File: config.mk
export PLATFORM = sky130hd
export DESIGN_NAME = mismatch_fault_logic
export DESIGN_NICKNAME = d
export VERILOG_FILES = /design/src/design/mismatch_pkg.sv /design/src/design/retrig_oneshot.sv /design/src/design/mismatch_fault_logic.sv
export SDC_FILE = /design/constraint.sdc
export NUM_CORES = 1
export LEC_CHECK = 0
export ABC_AREA = 1
export BUFFER_PORTS_ARGS = -buffer_cell sky130_fd_sc_hd__buf_2
export CORE_MARGIN = 2
export CORE_UTILIZATION = 57
export CTS_CLUSTER_DIAMETER = 120
export DETAILED_ROUTE_END_ITERATION = 10
export GPL_TIMING_DRIVEN = 0
export PLACE_DENSITY = 0.76
export REMOVE_ABC_BUFFERS = 1
export SLEW_MARGIN = 30
export SYNTH_ARGS = -nofsm -noshare
export SYNTH_HDL_FRONTEND = slang
export SYNTH_SLANG_ARGS = --single-unit
File: constraint.sdc
create_clock -name mclk -period 2.3 [get_ports mclk]
set_clock_uncertainty 0.05 [all_clocks]
set_input_delay 0 -clock mclk [delete_from_list [all_inputs] [get_ports mclk]]
set_output_delay 0 -clock mclk [all_outputs]
set_load 0.01 [all_outputs]
File: src/design/mismatch_pkg.sv
package mismatch_pkg;
  localparam int unsigned CLK_MHZ      = 100;
  localparam int unsigned TICK_US      = 100;   // Timebase tick period
  localparam int unsigned TICK_CYC     = TICK_US * CLK_MHZ;
  localparam int unsigned TICK_W       = 14;
  localparam int unsigned STRETCH_MS   = 500;
  localparam int unsigned REDUCE_MS    = 47;
  localparam int unsigned TEST_MS      = 10;
  localparam int unsigned CLR_US       = 500;
  localparam int unsigned CLK_NS       = 100;
  localparam int unsigned CLK_PERIOD_NS = 10;
  localparam int unsigned STRETCH_TICKS = STRETCH_MS * 1000 / TICK_US;
  localparam int unsigned REDUCE_TICKS  = REDUCE_MS * 1000 / TICK_US;
  localparam int unsigned TEST_TICKS    = TEST_MS * 1000 / TICK_US;
  localparam int unsigned CLR_TICKS     = CLR_US / TICK_US;
  localparam int unsigned CLK_DLY_CYC   = CLK_NS / CLK_PERIOD_NS;
  localparam int unsigned CNT_W        = 13;
  localparam int unsigned ACC_W        = 12;
  // Accumulator: +1 per 100 us tick of hit, -1 every 400 us without; threshold 2500 ticks (250 ms)
  localparam logic [ACC_W-1:0] ACC_MAX    = 12'h0_FFF;
  localparam logic [ACC_W-1:0] ACC_THRESH = 12'h0_9C4;
  localparam logic [1:0] DECAY_DIV = 2'h3;  // Decay every fourth tick
  localparam int unsigned NTYPE = 2;        // 0 filter, 1 antenna

  typedef struct packed {
    logic filter;
    logic antenna;
  } mis_pair_s;
endpackage

File: src/design/retrig_oneshot.sv
`timescale 1ns/1ps
// Retriggerable tick-counted one-shot
module retrig_oneshot
  import mismatch_pkg::*;
#(
  parameter logic [CNT_W-1:0] LEN = 13'h0_001
) (
  input  wire logic mclk,
  input  wire logic nrst,
  input  wire logic ce,
  input  wire logic tick,
  input  wire logic inhibit,
  input  wire logic trig,
  output logic      active
);
  logic [CNT_W-1:0] cnt;
  wire  logic       run = (cnt != '0);

  // Load on trigger, count down on tick
  always_ff @(posedge mclk or negedge nrst) begin
    if (!nrst) begin
      cnt    <= '0;
      active <= 1'b0;
    end else if (ce) begin
      if (inhibit) begin
        cnt    <= '0;
        active <= 1'b0;
      end else if (trig) begin
        cnt    <= LEN;  // restart extends
        active <= 1'b1;
      end else if (tick && run) begin
        cnt    <= cnt - 1'b1;
        active <= (cnt != LEN - (LEN - 13'h0_001));
      end
    end
  end
endmodule // retrig_oneshot

File: src/design/mismatch_fault_logic.sv
`timescale 1ns/1ps
module mismatch_fault_logic
  import mismatch_pkg::*;
(
  input  wire logic mclk,
  input  wire logic nrst,
  input  wire logic ce,
  input  wire logic filter_hit_n,
  input  wire logic antenna_hit_n,
  input  wire logic supply_ok_n,
  input  wire logic manual_test_n,
  input  wire logic status_reset,
  input  wire logic [ACC_W-1:0] acc_thresh,
  output logic      hit_combined_n,
  output logic      amp_shutdown_req,
  output logic      drive_changeover_pulse,
  output mis_pair_s mismatch_status_out,
  output mis_pair_s ind_green,
  output mis_pair_s ind_red,
  output logic      mismatch_power_reduce,
  output logic      type3_fault_out,
  output logic      selftest_pulse_n,
  output logic      selftest_fail_out,
  output logic      selftest_green,
  output logic      selftest_red
);
  import mismatch_pkg::*;

  // Input synchronisers
  logic [3:0] s1, s2;
  logic       sup_q, man_q;
  always_ff @(posedge mclk or negedge nrst) begin
    if (!nrst) begin
      s1 <= 4'hB;  // Supply seen as settling until sampled, no false power-up start
      s2 <= 4'hB;
    end else if (ce) begin
      s1 <= {manual_test_n, supply_ok_n, antenna_hit_n, filter_hit_n};
      s2 <= s1;
    end
  end

  // Active-high hit pulses with filter inhibited when both present
  wire logic fil_raw = ~s2[0];
  wire logic ant_raw = ~s2[1];
  wire logic both    = fil_raw & ant_raw;
  wire logic fil_hit = fil_raw & ~both;
  wire logic ant_hit = ant_raw;          // not gated, antenna kept when both present
  wire logic any_hit = fil_hit | ant_hit;
  wire logic settling = ~s2[2];
  wire logic man_now  = s2[3];

  // Timebase tick
  logic [TICK_W-1:0] tdiv;
  logic              tick;
  always_ff @(posedge mclk or negedge nrst) begin
    if (!nrst) begin
      tdiv <= '0;
      tick <= 1'b0;
    end else if (ce) begin
      tick <= (tdiv == TICK_W'(TICK_CYC - 1));
      tdiv <= (tdiv == TICK_W'(TICK_CYC - 1)) ? '0 : tdiv + 1'b1;
    end
  end

  // Edge history
  logic fil_d, ant_d, any_d;
  wire  logic fil_rise = fil_hit & ~fil_d;
  wire  logic ant_rise = ant_hit & ~ant_d;
  wire  logic any_rise = any_hit & ~any_d;
  always_ff @(posedge mclk or negedge nrst) begin
    if (!nrst) begin
      fil_d <= 1'b0;
      ant_d <= 1'b0;
      any_d <= 1'b0;
      sup_q <= 1'b0;
      man_q <= 1'b1;
    end else if (ce) begin
      fil_d <= fil_hit;
      ant_d <= ant_hit;
      any_d <= any_hit;
      sup_q <= ~settling;
      man_q <= man_now;
    end
  end

  // Combined hit, shutdown and changeover
  always_ff @(posedge mclk or negedge nrst) begin
    if (!nrst) begin
      hit_combined_n         <= 1'b1;
      amp_shutdown_req       <= 1'b0;
      drive_changeover_pulse <= 1'b0;
    end else if (ce) begin
      hit_combined_n         <= ~any_hit;
      amp_shutdown_req       <= any_hit;
      drive_changeover_pulse <= any_rise;
    end
  end

  // Per-type stretcher, accumulator, latch
  wire logic [NTYPE-1:0] hit_v  = {ant_hit, fil_hit};
  wire logic [NTYPE-1:0] rise_v = {ant_rise, fil_rise};
  logic [NTYPE-1:0] stretch, multi, multi_d, latch, gated;
  logic [1:0]       dphase;
  always_ff @(posedge mclk or negedge nrst) begin
    if (!nrst) dphase <= '0;
    else if (ce && tick) dphase <= dphase + 1'b1;
  end

  genvar g;
  generate
    for (g = 0; g < NTYPE; g++) begin : g_type
      logic [ACC_W-1:0] acc;
      retrig_oneshot #(.LEN(CNT_W'(STRETCH_TICKS))) u_stretch (
        .mclk   (mclk),
        .nrst   (nrst),
        .ce     (ce),
        .tick   (tick),
        .inhibit(settling),
        .trig   (rise_v[g]),
        .active (stretch[g])
      );
      // Saturating leaky accumulator
      always_ff @(posedge mclk or negedge nrst) begin
        if (!nrst) begin
          acc     <= '0;
          multi   [g] <= 1'b0;
          multi_d [g] <= 1'b0;
          latch   [g] <= 1'b0;
        end else if (ce) begin
          if (tick && hit_v[g] && acc != ACC_MAX)
            acc <= acc + 1'b1;
          else if (tick && !hit_v[g] && acc != '0 && dphase == DECAY_DIV)
            acc <= acc - 1'b1;
          multi[g]   <= (acc >= acc_thresh);
          multi_d[g] <= multi[g];
          if (multi[g] && !multi_d[g]) latch[g] <= 1'b1;  // set wins
          else if (status_reset) latch[g] <= 1'b0;
        end
      end
      assign gated[g] = multi[g] & rise_v[g];
    end
  endgenerate

  // Status and indicator outputs
  wire mis_pair_s act = '{filter: stretch[0] | latch[0], antenna: stretch[1] | latch[1]};
  always_ff @(posedge mclk or negedge nrst) begin
    if (!nrst) begin
      mismatch_status_out <= '0;
      ind_green           <= '1;
      ind_red             <= '0;
    end else if (ce) begin
      mismatch_status_out <= act;
      ind_green           <= ~act;
      ind_red             <= act;
    end
  end

  // Power reduce one-shot, controller acts while high
  logic reduce_act;
  retrig_oneshot #(.LEN(CNT_W'(REDUCE_TICKS))) u_reduce (
    .mclk   (mclk),
    .nrst   (nrst),
    .ce     (ce),
    .tick   (tick),
    .inhibit(1'b0),
    .trig   (|gated),
    .active (reduce_act)
  );
  always_ff @(posedge mclk or negedge nrst) begin
    if (!nrst) begin
      mismatch_power_reduce <= 1'b0;
      type3_fault_out       <= 1'b0;
    end else if (ce) begin
      mismatch_power_reduce <= reduce_act;
      type3_fault_out       <= reduce_act;
    end
  end

  // Self-test sequencer
  typedef enum logic [1:0] {ST_IDLE, ST_CLR, ST_CLK, ST_RUN} st_e;
  st_e              st;
  logic [CNT_W-1:0] tcnt;
  logic [3:0]       ccnt;
  logic             pwr_done, result;
  wire  logic       pwr_start = ~settling & ~sup_q ? 1'b0 : (~settling & ~pwr_done);
  wire  logic       man_fall  = man_q & ~man_now;
  wire  logic       start     = (st == ST_IDLE) & (pwr_start | man_fall);
  always_ff @(posedge mclk or negedge nrst) begin
    if (!nrst) begin
      st       <= ST_IDLE;
      tcnt     <= '0;
      ccnt     <= '0;
      pwr_done <= 1'b0;
      result   <= 1'b1;
    end else if (ce) begin
      if (start) pwr_done <= 1'b1;
      case (st)
        ST_IDLE: begin
          if (start) begin
            st     <= ST_CLR;
            tcnt   <= '0;
            result <= 1'b0;  // clear
          end
        end
        ST_CLR: begin
          if (tick) tcnt <= tcnt + 1'b1;
          if (tcnt == CNT_W'(CLR_TICKS)) begin
            st   <= ST_CLK;
            ccnt <= '0;
          end
        end
        ST_CLK: begin
          if (tick) tcnt <= tcnt + 1'b1;
          ccnt <= ccnt + 1'b1;
          if (ccnt == 4'(CLK_DLY_CYC - 1)) begin
            result <= ~hit_combined_n;
            st     <= ST_RUN;
          end
        end
        ST_RUN: begin
          if (tick) tcnt <= tcnt + 1'b1;
          if (tcnt >= CNT_W'(TEST_TICKS)) st <= ST_IDLE;
        end
        default: st <= ST_IDLE;
      endcase
    end
  end

  // Self-test outputs
  always_ff @(posedge mclk or negedge nrst) begin
    if (!nrst) begin
      selftest_pulse_n  <= 1'b1;
      selftest_fail_out <= 1'b0;
      selftest_green    <= 1'b0;
      selftest_red      <= 1'b0;
    end else if (ce) begin
      selftest_pulse_n  <= (st == ST_IDLE) & ~start;
      selftest_fail_out <= ~result & (st == ST_IDLE) & pwr_done;
      selftest_green    <= result & (st == ST_IDLE);
      selftest_red      <= ~result;
    end
  end
endmodule // mismatch_fault_logic

Word level (Yosys, flattened, before mapping)
Index checks and enable logic that the tools add are counted.

word-level totals
  ROM bits = 0
  bits in latches = 0
  word-level logic and storage cells = 190
  bits in writable memories = 0
  flip-flop bits (word level) = 134
  output and inout port bits = 15
  memories = 0
  input bits = 20

operators by class
  bitwise operators = 33
  reduce and logical (&&, ||, !) cells = 46
  add/sub/neg operators = 11
  order comparisons = 3
  shift operators = 0
  multiplexer cells = 38
  equal/unequal tests = 19
  multiply operators = 0
  divide/modulo/power cells = 0

operator list
  kind                   count
  $mux 13                10
  $mux 12                4
  $ne 13x1->1 const B    3
  $reduce_bool 13->1     3
  $sub 13x1->13 const B  3
  $pmux 13 s2            1
  $add 12x1->12 const B  2
  $ge 12x12->1           2
  $ne 12x12->1 const B   2
  $reduce_bool 12->1     2
  $sub 12x1->12 const B  2
  $logic_and 1x1->1      16
  $reduce_and 2->1       8
  $and 1x1->1            15
  $add 14x1->14 const B  1
  $eq 14x14->1 const B   1
  $mux 1                 14
  $mux 14                1
  $reduce_bool 2->1      7
  $add 13x1->13 const B  1
  $eq 13x3->1 const B    1
  $ge 13x7->1 const B    1
  $not 1->1              13
  $mux 2                 4
  other kinds (21)       33

Logic depth before layout (Yosys ltp)
Gate-level depths: netlist of the first run.

  depth in word-level cells = 10
  mapped depth = 16
  mapped depth without buffers = 16

Modules after synthesis
A second synthesis of the first run with hierarchy kept.

unflattened totals
  cell total of the unflattened synthesis = 1248
  area total of the unflattened synthesis = 9198.8 um^2

modules (own cells, without submodules)
  module                                    area an instance (um^2)  seq. area each (um^2)  instances  cells each
  mismatch_fault_logic                      6322.3                   2317.2                 1          859
  retrig_oneshot (g_type[0].u_stretch ...)  964.7                    350.3                  2          129
  retrig_oneshot (u_reduce)                 947.2                    350.3                  1          131

Worst setup path after synthesis of the first run
OpenSTA, ideal clock, no wires.

  path type = flip-flop to flip-flop
  start point = register s2[1]
  end point = register g_type[0].acc[11]
  data required time = 2.185 ns
  arrival time = 2.190 ns
  period minus slack after synthesis = 2.305 ns
  path buffers = 0
  stages on the path, launching flop included = 13
  library setup time = 0.065 ns
  setup slack = -0.005 ns
  cells stage by stage = dfstp_2 -> nand2_2 -> nor2_1 -> nand2_1 -> ha_1 -> or2_2 -> nand3_1 -> nand2_1 -> nand2_1 -> nand3_1 -> nand2_1 -> nand3_1 -> nand2_1

on the way
  word-level cells in the longest chain between the ends = 10
  elaborated cells on any way between the ends = 13
  classes of those cells = mux (1); bitwise (4); reduce/logical (8)

RTL lines
  what                             line                         source
  from (decl)                      mismatch_fault_logic.sv:30   logic [3:0] s1, s2;
  from (signal assigned)           mismatch_fault_logic.sv:35   s2 <= 4'hB;
  from (signal assigned)           mismatch_fault_logic.sv:38   s2 <= s1;
  $not 1->1 *                      mismatch_fault_logic.sv:44   wire logic ant_raw = ~s2[1];
  $and 1x1->1 *                    mismatch_fault_logic.sv:45   wire logic both = fil_raw & ant_raw;
  $not 1->1 *                      mismatch_fault_logic.sv:46   wire logic fil_hit = fil_raw & ~both;
  $and 1x1->1 *                    mismatch_fault_logic.sv:46
  $logic_not 1->1                  mismatch_fault_logic.sv:132  else if (tick && !hit_v[g] && acc != '0 && dphase == DECAY_DIV)
  $logic_and 1x1->1 (3 in series)  mismatch_fault_logic.sv:132
  $reduce_bool 2->1 (no line)      --
  $reduce_and 2->1 (no line)       --
  to (signal assigned)             mismatch_fault_logic.sv:131  acc <= acc + 1'b1;
  to (signal assigned)             mismatch_fault_logic.sv:133  acc <= acc - 1'b1;
  to (decl)                        mismatch_fault_logic.sv:112  logic [ACC_W-1:0] acc;

Every way passes the cells marked *; elsewhere a longest branch is shown, timed or not.
A chain may end at the register's enable or synchronous reset.

Worst setup path in the final report of the first run
  start point = register s2[1]
  end point = register g_type[0].acc[9]

The elaborated chain is that of the path after synthesis.

==> flow_results.xml, run 1 <==
<?xml version="1.0" encoding="UTF-8"?>
<metrics>
  <group name="synthesis">
    <metric name="post_synthesis_async_set_or_reset_flop_share" unit="%">100</metric>
    <metric name="post_synth_inst_count" unit="">1178</metric>
    <metric name="synth_top_area_cell" unit="">sky130_fd_sc_hd__dfrtp_1</metric>
    <metric name="synth_area_per_cell" unit="um^2">7.44</metric>
    <metric name="cell_variety_after_synth" unit="">47</metric>
    <metric name="synthesis.yosys.warnings" unit="">0</metric>
    <metric name="number_of_flops_mapped_to_enable_cells_by_yosys" unit="">0</metric>
    <metric name="ys_seq_elements" unit="">134</metric>
    <metric name="synthesis.area" unit="mm^2">0.00876</metric>
    <metric name="synth-seq-area-share" unit="%">38.4</metric>
    <metric name="synth_flop_cell" unit="">sky130_fd_sc_hd__dfrtp_1</metric>
    <metric name="synth_top_area_share" unit="%">34.8</metric>
    <metric name="synth_area_leaders" unit="">sky130_fd_sc_hd__dfrtp_1 (35%), sky130_fd_sc_hd__nand2_1 (14%), sky130_fd_sc_hd__ha_1 (8.7%)</metric>
  </group>
  <group name="timing">
    <metric name="total_count_of_hold_check_failures_in_the_final_report" unit="">0</metric>
    <metric name="setup-violations-final" unit="">3</metric>
    <metric name="post-route-period-util" unit="%">103</metric>
    <metric name="max_freq" unit="MHz">424</metric>
    <metric name="transition_time_at_the_pin_with_the_least_slew_margin" unit="ns">0.889</metric>
    <metric name="timing.final.max_slew_violations" unit="">0</metric>
    <metric name="layout_setup_ws" unit="ns">-0.0587</metric>
    <metric name="setup_repair_after_global_routing_missed_its_margin" unit="">yes</metric>
    <metric name="max_slew_margin" unit="%">40.8</metric>
    <metric name="final.min_clock_period" unit="ns">2.36</metric>
    <metric name="setup-tns-final" unit="ns">-0.110</metric>
  </group>
  <group name="final_layout">
    <metric name="n_antenna_cell" unit="">0</metric>
    <metric name="nets" unit="">1338</metric>
    <metric name="final_instance_area" unit="mm^2">0.0104</metric>
    <metric name="utilization" unit="%">69.0</metric>
    <metric name="proportion_of_layout_cells_with_a_drive_suffix_above_1" unit="%">16.6</metric>
    <metric name="stdcell_count" unit="">1456</metric>
    <metric name="area_delta_synth_final" unit="%">18.8</metric>
  </group>
  <group name="setup_path">
    <metric name="cp.arrival" unit="ns">2.61</metric>
    <metric name="setup.worst_path.end_class" unit="">register</metric>
    <metric name="timing.setup.critical_path_class" unit="">register to register</metric>
    <metric name="critical_path.max_fanout" unit="">7</metric>
    <metric name="setup.worst_path.start_class" unit="">register</metric>
    <metric name="worstPathRequired" unit="ns">2.55</metric>
    <metric name="r2r_setup_slack" unit="ns">-0.06</metric>
  </group>
  <group name="global_routing">
    <metric name="largest_net_degree_at_the_start_of_global_routing" unit="">75</metric>
    <metric name="grt_usage" unit="%">25.2</metric>
    <metric name="grt_first_pass_wirelength" unit="um">33400</metric>
    <metric name="global_route.usage.met3" unit="%">5.38</metric>
    <metric name="grt_pass1_vias" unit="">7327</metric>
    <metric name="top_usage_layer" unit="">met2</metric>
    <metric name="grt-ovfl-total" unit="">0</metric>
    <metric name="use_met2" unit="%">42.7</metric>
    <metric name="met1_usage" unit="%">33.0</metric>
    <metric name="number_of_antenna_violations_at_the_first_check_in_global_routing" unit="">0</metric>
  </group>
  <group name="clocking">
    <metric name="clk-insertion-delay-late" unit="ns">0.43</metric>
    <metric name="cts_buffer_depth" unit="">2</metric>
    <metric name="numCtsBuffers" unit="">17</metric>
    <metric name="cts_tree" unit="">built</metric>
    <metric name="path_clk_slew" unit="ns">0.06</metric>
    <metric name="clock_tree.root_cell" unit="">sky130_fd_sc_hd__clkbuf_16</metric>
    <metric name="clock_sinks" unit="">134</metric>
    <metric name="h_tree_levels" unit="">4</metric>
  </group>
  <group name="routing">
    <metric name="drc" unit="">0</metric>
    <metric name="avgRoutedWirePerCell" unit="um">14.2</metric>
    <metric name="dr.pass1.iters" unit="">5</metric>
    <metric name="ant_nets" unit="">0</metric>
    <metric name="routed_via_density" unit="">5.43</metric>
    <metric name="drt-total-wl" unit="um">20700</metric>
    <metric name="dr.first_iter.drc_count" unit="">456</metric>
    <metric name="vias" unit="">7910</metric>
  </group>
  <group name="pwr">
    <metric name="overall_power_after_layout" unit="mW">9.43</metric>
    <metric name="pwr-share-comb" unit="%">32.5</metric>
    <metric name="power_frac_clock" unit="%">32.0</metric>
    <metric name="worst_supply_voltage_drop_on_vdd" unit="mV">0.638</metric>
    <metric name="power_switching_share" unit="%">36.9</metric>
    <metric name="p_seq_share" unit="%">35.5</metric>
    <metric name="power_spent_charging_and_discharging_nets" unit="mW">3.48</metric>
    <metric name="power_density" unit="mW/mm^2">906</metric>
    <metric name="intPower" unit="mW">5.95</metric>
    <metric name="power_leakage" unit="nW">5.22</metric>
  </group>
  <group name="flow_run">
    <metric name="max_cap_viol_count" unit="">0</metric>
  </group>
  <group name="hold_path">
    <metric name="hp-class" unit="">input pin to async pin</metric>
  </group>
  <group name="die">
    <metric name="design.die.area" unit="mm^2">0.0164</metric>
    <metric name="io_pins" unit="">35</metric>
    <metric name="std_cell_rows" unit="">45</metric>
    <metric name="start_util" unit="%">58.1</metric>
    <metric name="fp.dieH" unit="um">128</metric>
    <metric name="die_w" unit="um">128</metric>
    <metric name="placeableCoreArea" unit="mm^2">0.0151</metric>
  </group>
  <group name="placement">
    <metric name="gpl.final_weighted_congestion" unit="">0.897</metric>
    <metric name="detailedPlacementHpwl" unit="um">13200</metric>
    <metric name="io_buffers" unit="">34</metric>
    <metric name="placed_cells" unit="">1382</metric>
    <metric name="placed_area" unit="mm^2">0.00908</metric>
  </group>
  <group name="outcome">
    <metric name="status" unit="">finished with violations</metric>
    <metric name="violations" unit="">negative setup slack</metric>
  </group>
</metrics>
-- cells in the final DEF, fill, tap and decap left out, types with 4 or more instances in the layout --
master,count
sky130_fd_sc_hd__a21o_1,4
sky130_fd_sc_hd__a21oi_1,33
sky130_fd_sc_hd__a21oi_2,7
sky130_fd_sc_hd__buf_2,33
sky130_fd_sc_hd__buf_4,31
sky130_fd_sc_hd__bufinv_16,4
sky130_fd_sc_hd__clkbuf_16,17
sky130_fd_sc_hd__dfrtp_1,100
sky130_fd_sc_hd__dfrtp_2,22
sky130_fd_sc_hd__dfstp_2,12
sky130_fd_sc_hd__dlygate4sd3_1,6
sky130_fd_sc_hd__ha_1,52
sky130_fd_sc_hd__ha_4,9
sky130_fd_sc_hd__inv_1,139
sky130_fd_sc_hd__inv_2,4
sky130_fd_sc_hd__inv_6,4
sky130_fd_sc_hd__nand2_1,315
sky130_fd_sc_hd__nand2_2,12
sky130_fd_sc_hd__nand2_4,5
sky130_fd_sc_hd__nand3_1,83
sky130_fd_sc_hd__nand3_2,4
sky130_fd_sc_hd__nand4_1,24
sky130_fd_sc_hd__nor2_1,112
sky130_fd_sc_hd__nor2_2,10
sky130_fd_sc_hd__nor2_4,7
sky130_fd_sc_hd__nor3_1,26
sky130_fd_sc_hd__nor4_1,5
sky130_fd_sc_hd__o21ai_0,67
sky130_fd_sc_hd__o21ai_1,14
sky130_fd_sc_hd__o22ai_1,13
sky130_fd_sc_hd__or2_2,6
sky130_fd_sc_hd__xnor2_1,11
sky130_fd_sc_hd__xor2_1,31
-- cell usage after synthesis (all sizes together) (4+ instances only) --
| library cell | count |
|---|---|
| a21o | 4 |
| a21oi | 40 |
| buf | 16 |
| dfrtp | 122 |
| dfstp | 12 |
| ha | 61 |
| inv | 143 |
| nand2 | 333 |
| nand3 | 88 |
| nand4 | 24 |
| nor2 | 129 |
| nor3 | 27 |
| nor4 | 5 |
| o21ai | 84 |
| o22ai | 14 |
| or2 | 6 |
| xnor2 | 11 |
| xor2 | 31 |
-- critical path, cell delays in order (launching register included) --
cell                      delay, ns
sky130_fd_sc_hd__dfstp_2       0.59
sky130_fd_sc_hd__nand2_4       0.08
sky130_fd_sc_hd__nor2_4        0.17
sky130_fd_sc_hd__buf_12        0.13
sky130_fd_sc_hd__nand2_8       0.09
sky130_fd_sc_hd__ha_4          0.32
sky130_fd_sc_hd__nand3_1       0.10
sky130_fd_sc_hd__nand2_2       0.13
sky130_fd_sc_hd__nand2_1       0.09
sky130_fd_sc_hd__nand2_1       0.11
sky130_fd_sc_hd__nand2_1       0.10
sky130_fd_sc_hd__nand2_1       0.07
sky130_fd_sc_hd__nand2_1       0.04
sky130_fd_sc_hd__nand3_1       0.07
sky130_fd_sc_hd__o21ai_0       0.08
-- sequential cells by signal, indices dropped and copies added, names as in the netlist, 4 cells and up --
| register | flops |
|---|---|
| ccnt | 4 |
| g_type.acc | 24 |
| g_type.u_stretch.cnt | 26 |
| s1 | 4 |
| s2 | 4 |
| tcnt | 13 |
| tdiv | 14 |
| u_reduce.cnt | 13 |
-- power groups by stage --
stage	registers [mW]	clock network, mW	logic [mW]
2_1_floorplan	3.28	0	2.19
3_3_place_gp	3.35	0	2.74
6_report	3.35	3.02	3.06
4_1_cts	3.34	3.06	2.88
5_1_grt	3.41	3.17	3.50
3_5_place_dp	3.36	0	2.83
-- stage by stage --
stage / hold slack [ns] / setup slack [ns]
floorplan: -0.346 / -0.00454
global placement: 0.158 / -0.719
detailed placement: -0.0838 / -0.423
CTS: 0.0580 / -0.0623
global route: 0.0791 / -0.157
finish: 0.0385 / -0.0587
-- worst paths after layout --
path,start,endpoint,cells after the start
worst max register to register,s2[1]$_DFFE_PN1P_,g_type[0].acc[9]$_DFFE_PN0P_,14
max in group asynchronous,nrst,s1[1]$_DFFE_PN1P_,3
worst max-delay path,s2[1]$_DFFE_PN1P_,g_type[0].acc[9]$_DFFE_PN0P_,14
worst min register to register,s2[3]$_DFFE_PN1P_,s2[3]$_DFFE_PN1P_,2
worst min-delay path,nrst,tcnt[6]$_DFFE_PN0P_,2
min in group mclk,ce,s1[3]$_DFFE_PN1P_,3
-- area by class of cell --
cell class / instances / area, um^2
Fill cell: 1232 / 4680
Timing Repair Buffer: 76 / 563
Clock inverter: 12 / 189
Tap cell: 188 / 235
Sequential cell: 134 / 3400
Multi-Input combinational cell: 882 / 5020
Clock buffer: 20 / 467
Inverter: 144 / 541
-- logic make-up after synthesis --
logic type | Yosys count | synth area share, %
AO/OA/AOI/OAI | 155 | 10.1
buffers and inverters | 163 | 7.61
adder cells (fa/ha/maj) | 63 | 9.16
flip-flops | 134 | 38.4
AND/OR/NAND/NOR | 621 | 30.5
XOR/XNOR | 42 | 4.20
-- repair_timing --
action	4_1_cts	5_1_grt
gates resized for setup	19	60
setup endpoints to repair	18	23
endpoints found under the hold margin	132	0
pin swaps	2	17
hold buffers	6	0
buffers inserted	2	33
gates cloned	1	0
-- layer usage --
| metal | vias up | wire, um |
|---|---|---|
| li1 | 3987 | - |
| met1 | 3714 | 9370 |
| met2 | 173 | 10100 |
| met3 | 36 | 843 |
| met4 | 0 | 365 |
| met5 | - | 0 |
(Power assumes the default switching activity.)
==> run 2, diff against run 1 <==
--- a/config.mk
+++ b/config.mk
@@ -7,6 +7,7 @@
 export LEC_CHECK = 0
 export ABC_AREA = 1
 export BUFFER_PORTS_ARGS = -buffer_cell sky130_fd_sc_hd__buf_2
+export CORE_ASPECT_RATIO = 1.4
 export CORE_MARGIN = 2
 export CORE_UTILIZATION = 57
 export CTS_CLUSTER_DIAMETER = 120
==> run 2 against run 1 <==
Global-route usage is 0.11 points lower. Count of clock-buffer cells in the layout fell by 2. Core utilization is essentially flat. First-iteration DRC count up 34%. Setup slack improved by 0.11 ns. Via count decreased by 0.54%. Design area is 0.20% lower. Routed wire length is 2.1% lower. The flow now finishes without violations. Sequential cell count unchanged. Fmax rose by 4.8%. Non-clock buffer count up 4. Sequential power hardly changed.
==> flow_results.xml, run 2 (synthesis gave the netlist of run 1 again) <==
<?xml version="1.0" encoding="UTF-8"?>
<metrics>
  <group name="pwr">
    <metric name="power_spent_charging_and_discharging_nets" unit="mW">3.43</metric>
    <metric name="worst_supply_voltage_drop_on_vdd" unit="mV">0.584</metric>
    <metric name="power_leakage" unit="nW">5.20</metric>
    <metric name="power_frac_clock" unit="%">29.6</metric>
    <metric name="power_switching_share" unit="%">37.8</metric>
    <metric name="power_density" unit="mW/mm^2">874</metric>
    <metric name="pwr-share-comb" unit="%">33.7</metric>
    <metric name="intPower" unit="mW">5.65</metric>
    <metric name="p_seq_share" unit="%">36.7</metric>
    <metric name="overall_power_after_layout" unit="mW">9.08</metric>
  </group>
  <group name="setup_path">
    <metric name="crit_family" unit="">simple AND/OR/NAND/NOR gates</metric>
    <metric name="worstPathRequired" unit="ns">2.61</metric>
    <metric name="crit_start" unit="">s2[1]$_DFFE_PN1P_</metric>
    <metric name="cpMostUsedCell" unit="">sky130_fd_sc_hd__nand2_1</metric>
    <metric name="timing.setup.critical_path_class" unit="">register to register</metric>
    <metric name="critical_path.max_fanout" unit="">6</metric>
    <metric name="setup.worst_path.start_class" unit="">register</metric>
    <metric name="cp_slowest_cell" unit="">sky130_fd_sc_hd__dfstp_2</metric>
    <metric name="timing.critical_path.buf_inv" unit="">1</metric>
    <metric name="cp_slowest_stage_delay" unit="ns">0.59</metric>
    <metric name="setup.worst_path.end_class" unit="">register</metric>
    <metric name="timing.critical_path.cells" unit="">nand2_4 &gt; nor2_4 &gt; nand2_4 &gt; buf_12 &gt; ha_4 &gt; nand2_1 &gt; nor2_1 &gt; nand3_1 &gt; nand3_1 &gt; nand2_1 &gt; nand2_1 &gt; nand3_1 &gt; nand2_1</metric>
    <metric name="cp.arrival" unit="ns">2.57</metric>
    <metric name="r2r-start" unit="">s2[1]$_DFFE_PN1P_</metric>
    <metric name="r2r_setup_slack" unit="ns">0.05</metric>
  </group>
  <group name="placement">
    <metric name="placed_cells" unit="">1386</metric>
    <metric name="io_buffers" unit="">34</metric>
    <metric name="detailedPlacementHpwl" unit="um">13300</metric>
    <metric name="dp_worst_setup_slack" unit="ns">-0.399</metric>
    <metric name="gpl.final_weighted_congestion" unit="">0.942</metric>
  </group>
  <group name="global_routing">
    <metric name="use_met2" unit="%">44.2</metric>
    <metric name="grt_first_pass_wirelength" unit="um">32900</metric>
    <metric name="met1_usage" unit="%">30.1</metric>
    <metric name="largest_net_degree_at_the_start_of_global_routing" unit="">87</metric>
    <metric name="global_route.usage.met3" unit="%">4.72</metric>
    <metric name="grt-ovfl-total" unit="">0</metric>
    <metric name="number_of_antenna_violations_at_the_first_check_in_global_routing" unit="">0</metric>
    <metric name="grt_pass1_vias" unit="">7388</metric>
    <metric name="grt_usage" unit="%">25.1</metric>
    <metric name="top_usage_layer" unit="">met2</metric>
  </group>
  <group name="die">
    <metric name="start_util" unit="%">58.2</metric>
    <metric name="fp.dieH" unit="um">151</metric>
    <metric name="design.die.area" unit="mm^2">0.0164</metric>
    <metric name="die_w" unit="um">109</metric>
    <metric name="std_cell_rows" unit="">53</metric>
    <metric name="io_pins" unit="">35</metric>
    <metric name="placeableCoreArea" unit="mm^2">0.0151</metric>
  </group>
  <group name="routing">
    <metric name="dr.first_iter.drc_count" unit="">609</metric>
    <metric name="drt-total-wl" unit="um">20200</metric>
    <metric name="routed_via_density" unit="">5.37</metric>
    <metric name="dr.pass1.iters" unit="">5</metric>
    <metric name="vias" unit="">7867</metric>
    <metric name="avgRoutedWirePerCell" unit="um">13.8</metric>
    <metric name="ant_nets" unit="">0</metric>
    <metric name="drc" unit="">0</metric>
  </group>
  <group name="timing">
    <metric name="max_slew_margin" unit="%">44.3</metric>
    <metric name="final.min_clock_period" unit="ns">2.25</metric>
    <metric name="timing.final.max_slew_violations" unit="">0</metric>
    <metric name="setup-violations-final" unit="">0</metric>
    <metric name="transition_time_at_the_pin_with_the_least_slew_margin" unit="ns">0.836</metric>
    <metric name="max_freq" unit="MHz">444</metric>
    <metric name="total_count_of_hold_check_failures_in_the_final_report" unit="">0</metric>
    <metric name="post-route-period-util" unit="%">97.9</metric>
    <metric name="setup_repair_after_global_routing_missed_its_margin" unit="">yes</metric>
    <metric name="layout_setup_ws" unit="ns">0.0485</metric>
  </group>
  <group name="final_layout">
    <metric name="top_library_cells_by_usage_in_the_layout_fill_and_taps_aside" unit="">sky130_fd_sc_hd__nand2_1 (311), sky130_fd_sc_hd__inv_1 (138), sky130_fd_sc_hd__nor2_1 (112), sky130_fd_sc_hd__dfrtp_1 (101), sky130_fd_sc_hd__nand3_1 (81)</metric>
    <metric name="stdcell_count" unit="">1465</metric>
    <metric name="sequential_cell_area" unit="mm^2">0.00339</metric>
    <metric name="nets" unit="">1343</metric>
    <metric name="layout.cells.most_common" unit="">sky130_fd_sc_hd__nand2_1</metric>
    <metric name="multi_input_area" unit="mm^2">0.00504</metric>
    <metric name="top_register" unit="">g_type.u_stretch.cnt</metric>
    <metric name="n_antenna_cell" unit="">0</metric>
    <metric name="proportion_of_layout_cells_with_a_drive_suffix_above_1" unit="%">17.7</metric>
    <metric name="area_delta_synth_final" unit="%">18.5</metric>
    <metric name="largest_register_ffs" unit="">26</metric>
    <metric name="final.fill_count" unit="">1211</metric>
    <metric name="biggestRegsByFlops" unit="">g_type.u_stretch.cnt x26, g_type.acc x24, tdiv x14</metric>
  </group>
  <group name="clocking">
    <metric name="cts_tree" unit="">built</metric>
    <metric name="numCtsBuffers" unit="">17</metric>
    <metric name="h_tree_levels" unit="">4</metric>
    <metric name="clk-insertion-delay-late" unit="ns">0.43</metric>
    <metric name="clock_tree.root_cell" unit="">sky130_fd_sc_hd__clkbuf_16</metric>
    <metric name="cts_buffer_depth" unit="">2</metric>
    <metric name="path_clk_slew" unit="ns">0.06</metric>
    <metric name="clock_sinks" unit="">134</metric>
  </group>
  <group name="hold_path">
    <metric name="hp-class" unit="">input pin to async pin</metric>
  </group>
  <group name="flow_run">
    <metric name="max_cap_viol_count" unit="">0</metric>
  </group>
  <group name="outcome">
    <metric name="status" unit="">finished, final reports clean</metric>
  </group>
</metrics>
run 2: final timing paths:
path	end	depth (start not counted)
max	g_type[0].acc[11]$_DFFE_PN0P_	13
min	tcnt[7]$_DFFE_PN0P_	2
max reg2reg	g_type[0].acc[11]$_DFFE_PN0P_	13
min reg2reg	s1[3]$_DFFE_PN1P_	2
max in group asynchronous	ind_green[0]$_DFFE_PN1P_	3
min in group mclk	s1[3]$_DFFE_PN1P_	3
run 2: per-layer routing:
layer,part of all wire [%],up-vias
met5,0,-
met2,51,185
met3,3.7,44
met4,2.7,0
met1,42,3648
li1,-,3990
run 2: stage by stage:
step	area [um^2]	utilization [%]	hold slack (ns)	setup TNS (ns)
2_1_floorplan	8640	-	-0.346	-0.00454
3_3_place_gp	9050	60.1	0.157	-91.13
3_5_place_dp	9090	60.4	-0.113	-4.06
4_1_cts	9920	65.9	0.0267	-0.0126
5_1_grt	10400	69.0	0.0526	-0.397
6_report	10400	69.0	0.0227	0
run 2: power by group through the flow:
stage / sequential (mW) / clock [mW] / combinational (mW)
global placement: 3.36 / 0 / 2.76
detailed placement: 3.36 / 0 / 2.83
CTS: 3.34 / 2.74 / 2.89
global route: 3.41 / 2.85 / 3.52
floorplan: 3.28 / 0 / 2.19
finish: 3.33 / 2.69 / 3.06
run 2: timing repair:
action,4_1_cts,5_1_grt
endpoints found under the setup margin,18,19
setup buffers,4,35
gates resized for setup,31,52
cloned,1,1
pin swaps,3,20
hold endpoints to repair,129,0
hold buffers,6,0
run 2: layout make-up:
| cell class | count | area share (%) |
|---|---|---|
| sequential | 134 | 32.7 |
| clock inverter | 14 | 1.46 |
| clock buffer | 18 | 4.13 |
| tap | 192 | 2.31 |
| inverter | 144 | 5.20 |
| multi-input combinational | 883 | 48.5 |
| timing repair buffer | 80 | 5.67 |
run 2: worst reg2reg max path: stages (launching register included):
cell                      delay [ns]
sky130_fd_sc_hd__dfstp_2        0.59
sky130_fd_sc_hd__nand2_4        0.07
sky130_fd_sc_hd__nor2_4         0.17
sky130_fd_sc_hd__nand2_4        0.14
sky130_fd_sc_hd__buf_12         0.15
sky130_fd_sc_hd__ha_4           0.28
sky130_fd_sc_hd__nand2_1        0.08
sky130_fd_sc_hd__nor2_1         0.22
sky130_fd_sc_hd__nand3_1        0.11
sky130_fd_sc_hd__nand3_1        0.09
sky130_fd_sc_hd__nand2_1        0.06
sky130_fd_sc_hd__nand2_1        0.06
sky130_fd_sc_hd__nand3_1        0.06
sky130_fd_sc_hd__nand2_1        0.07
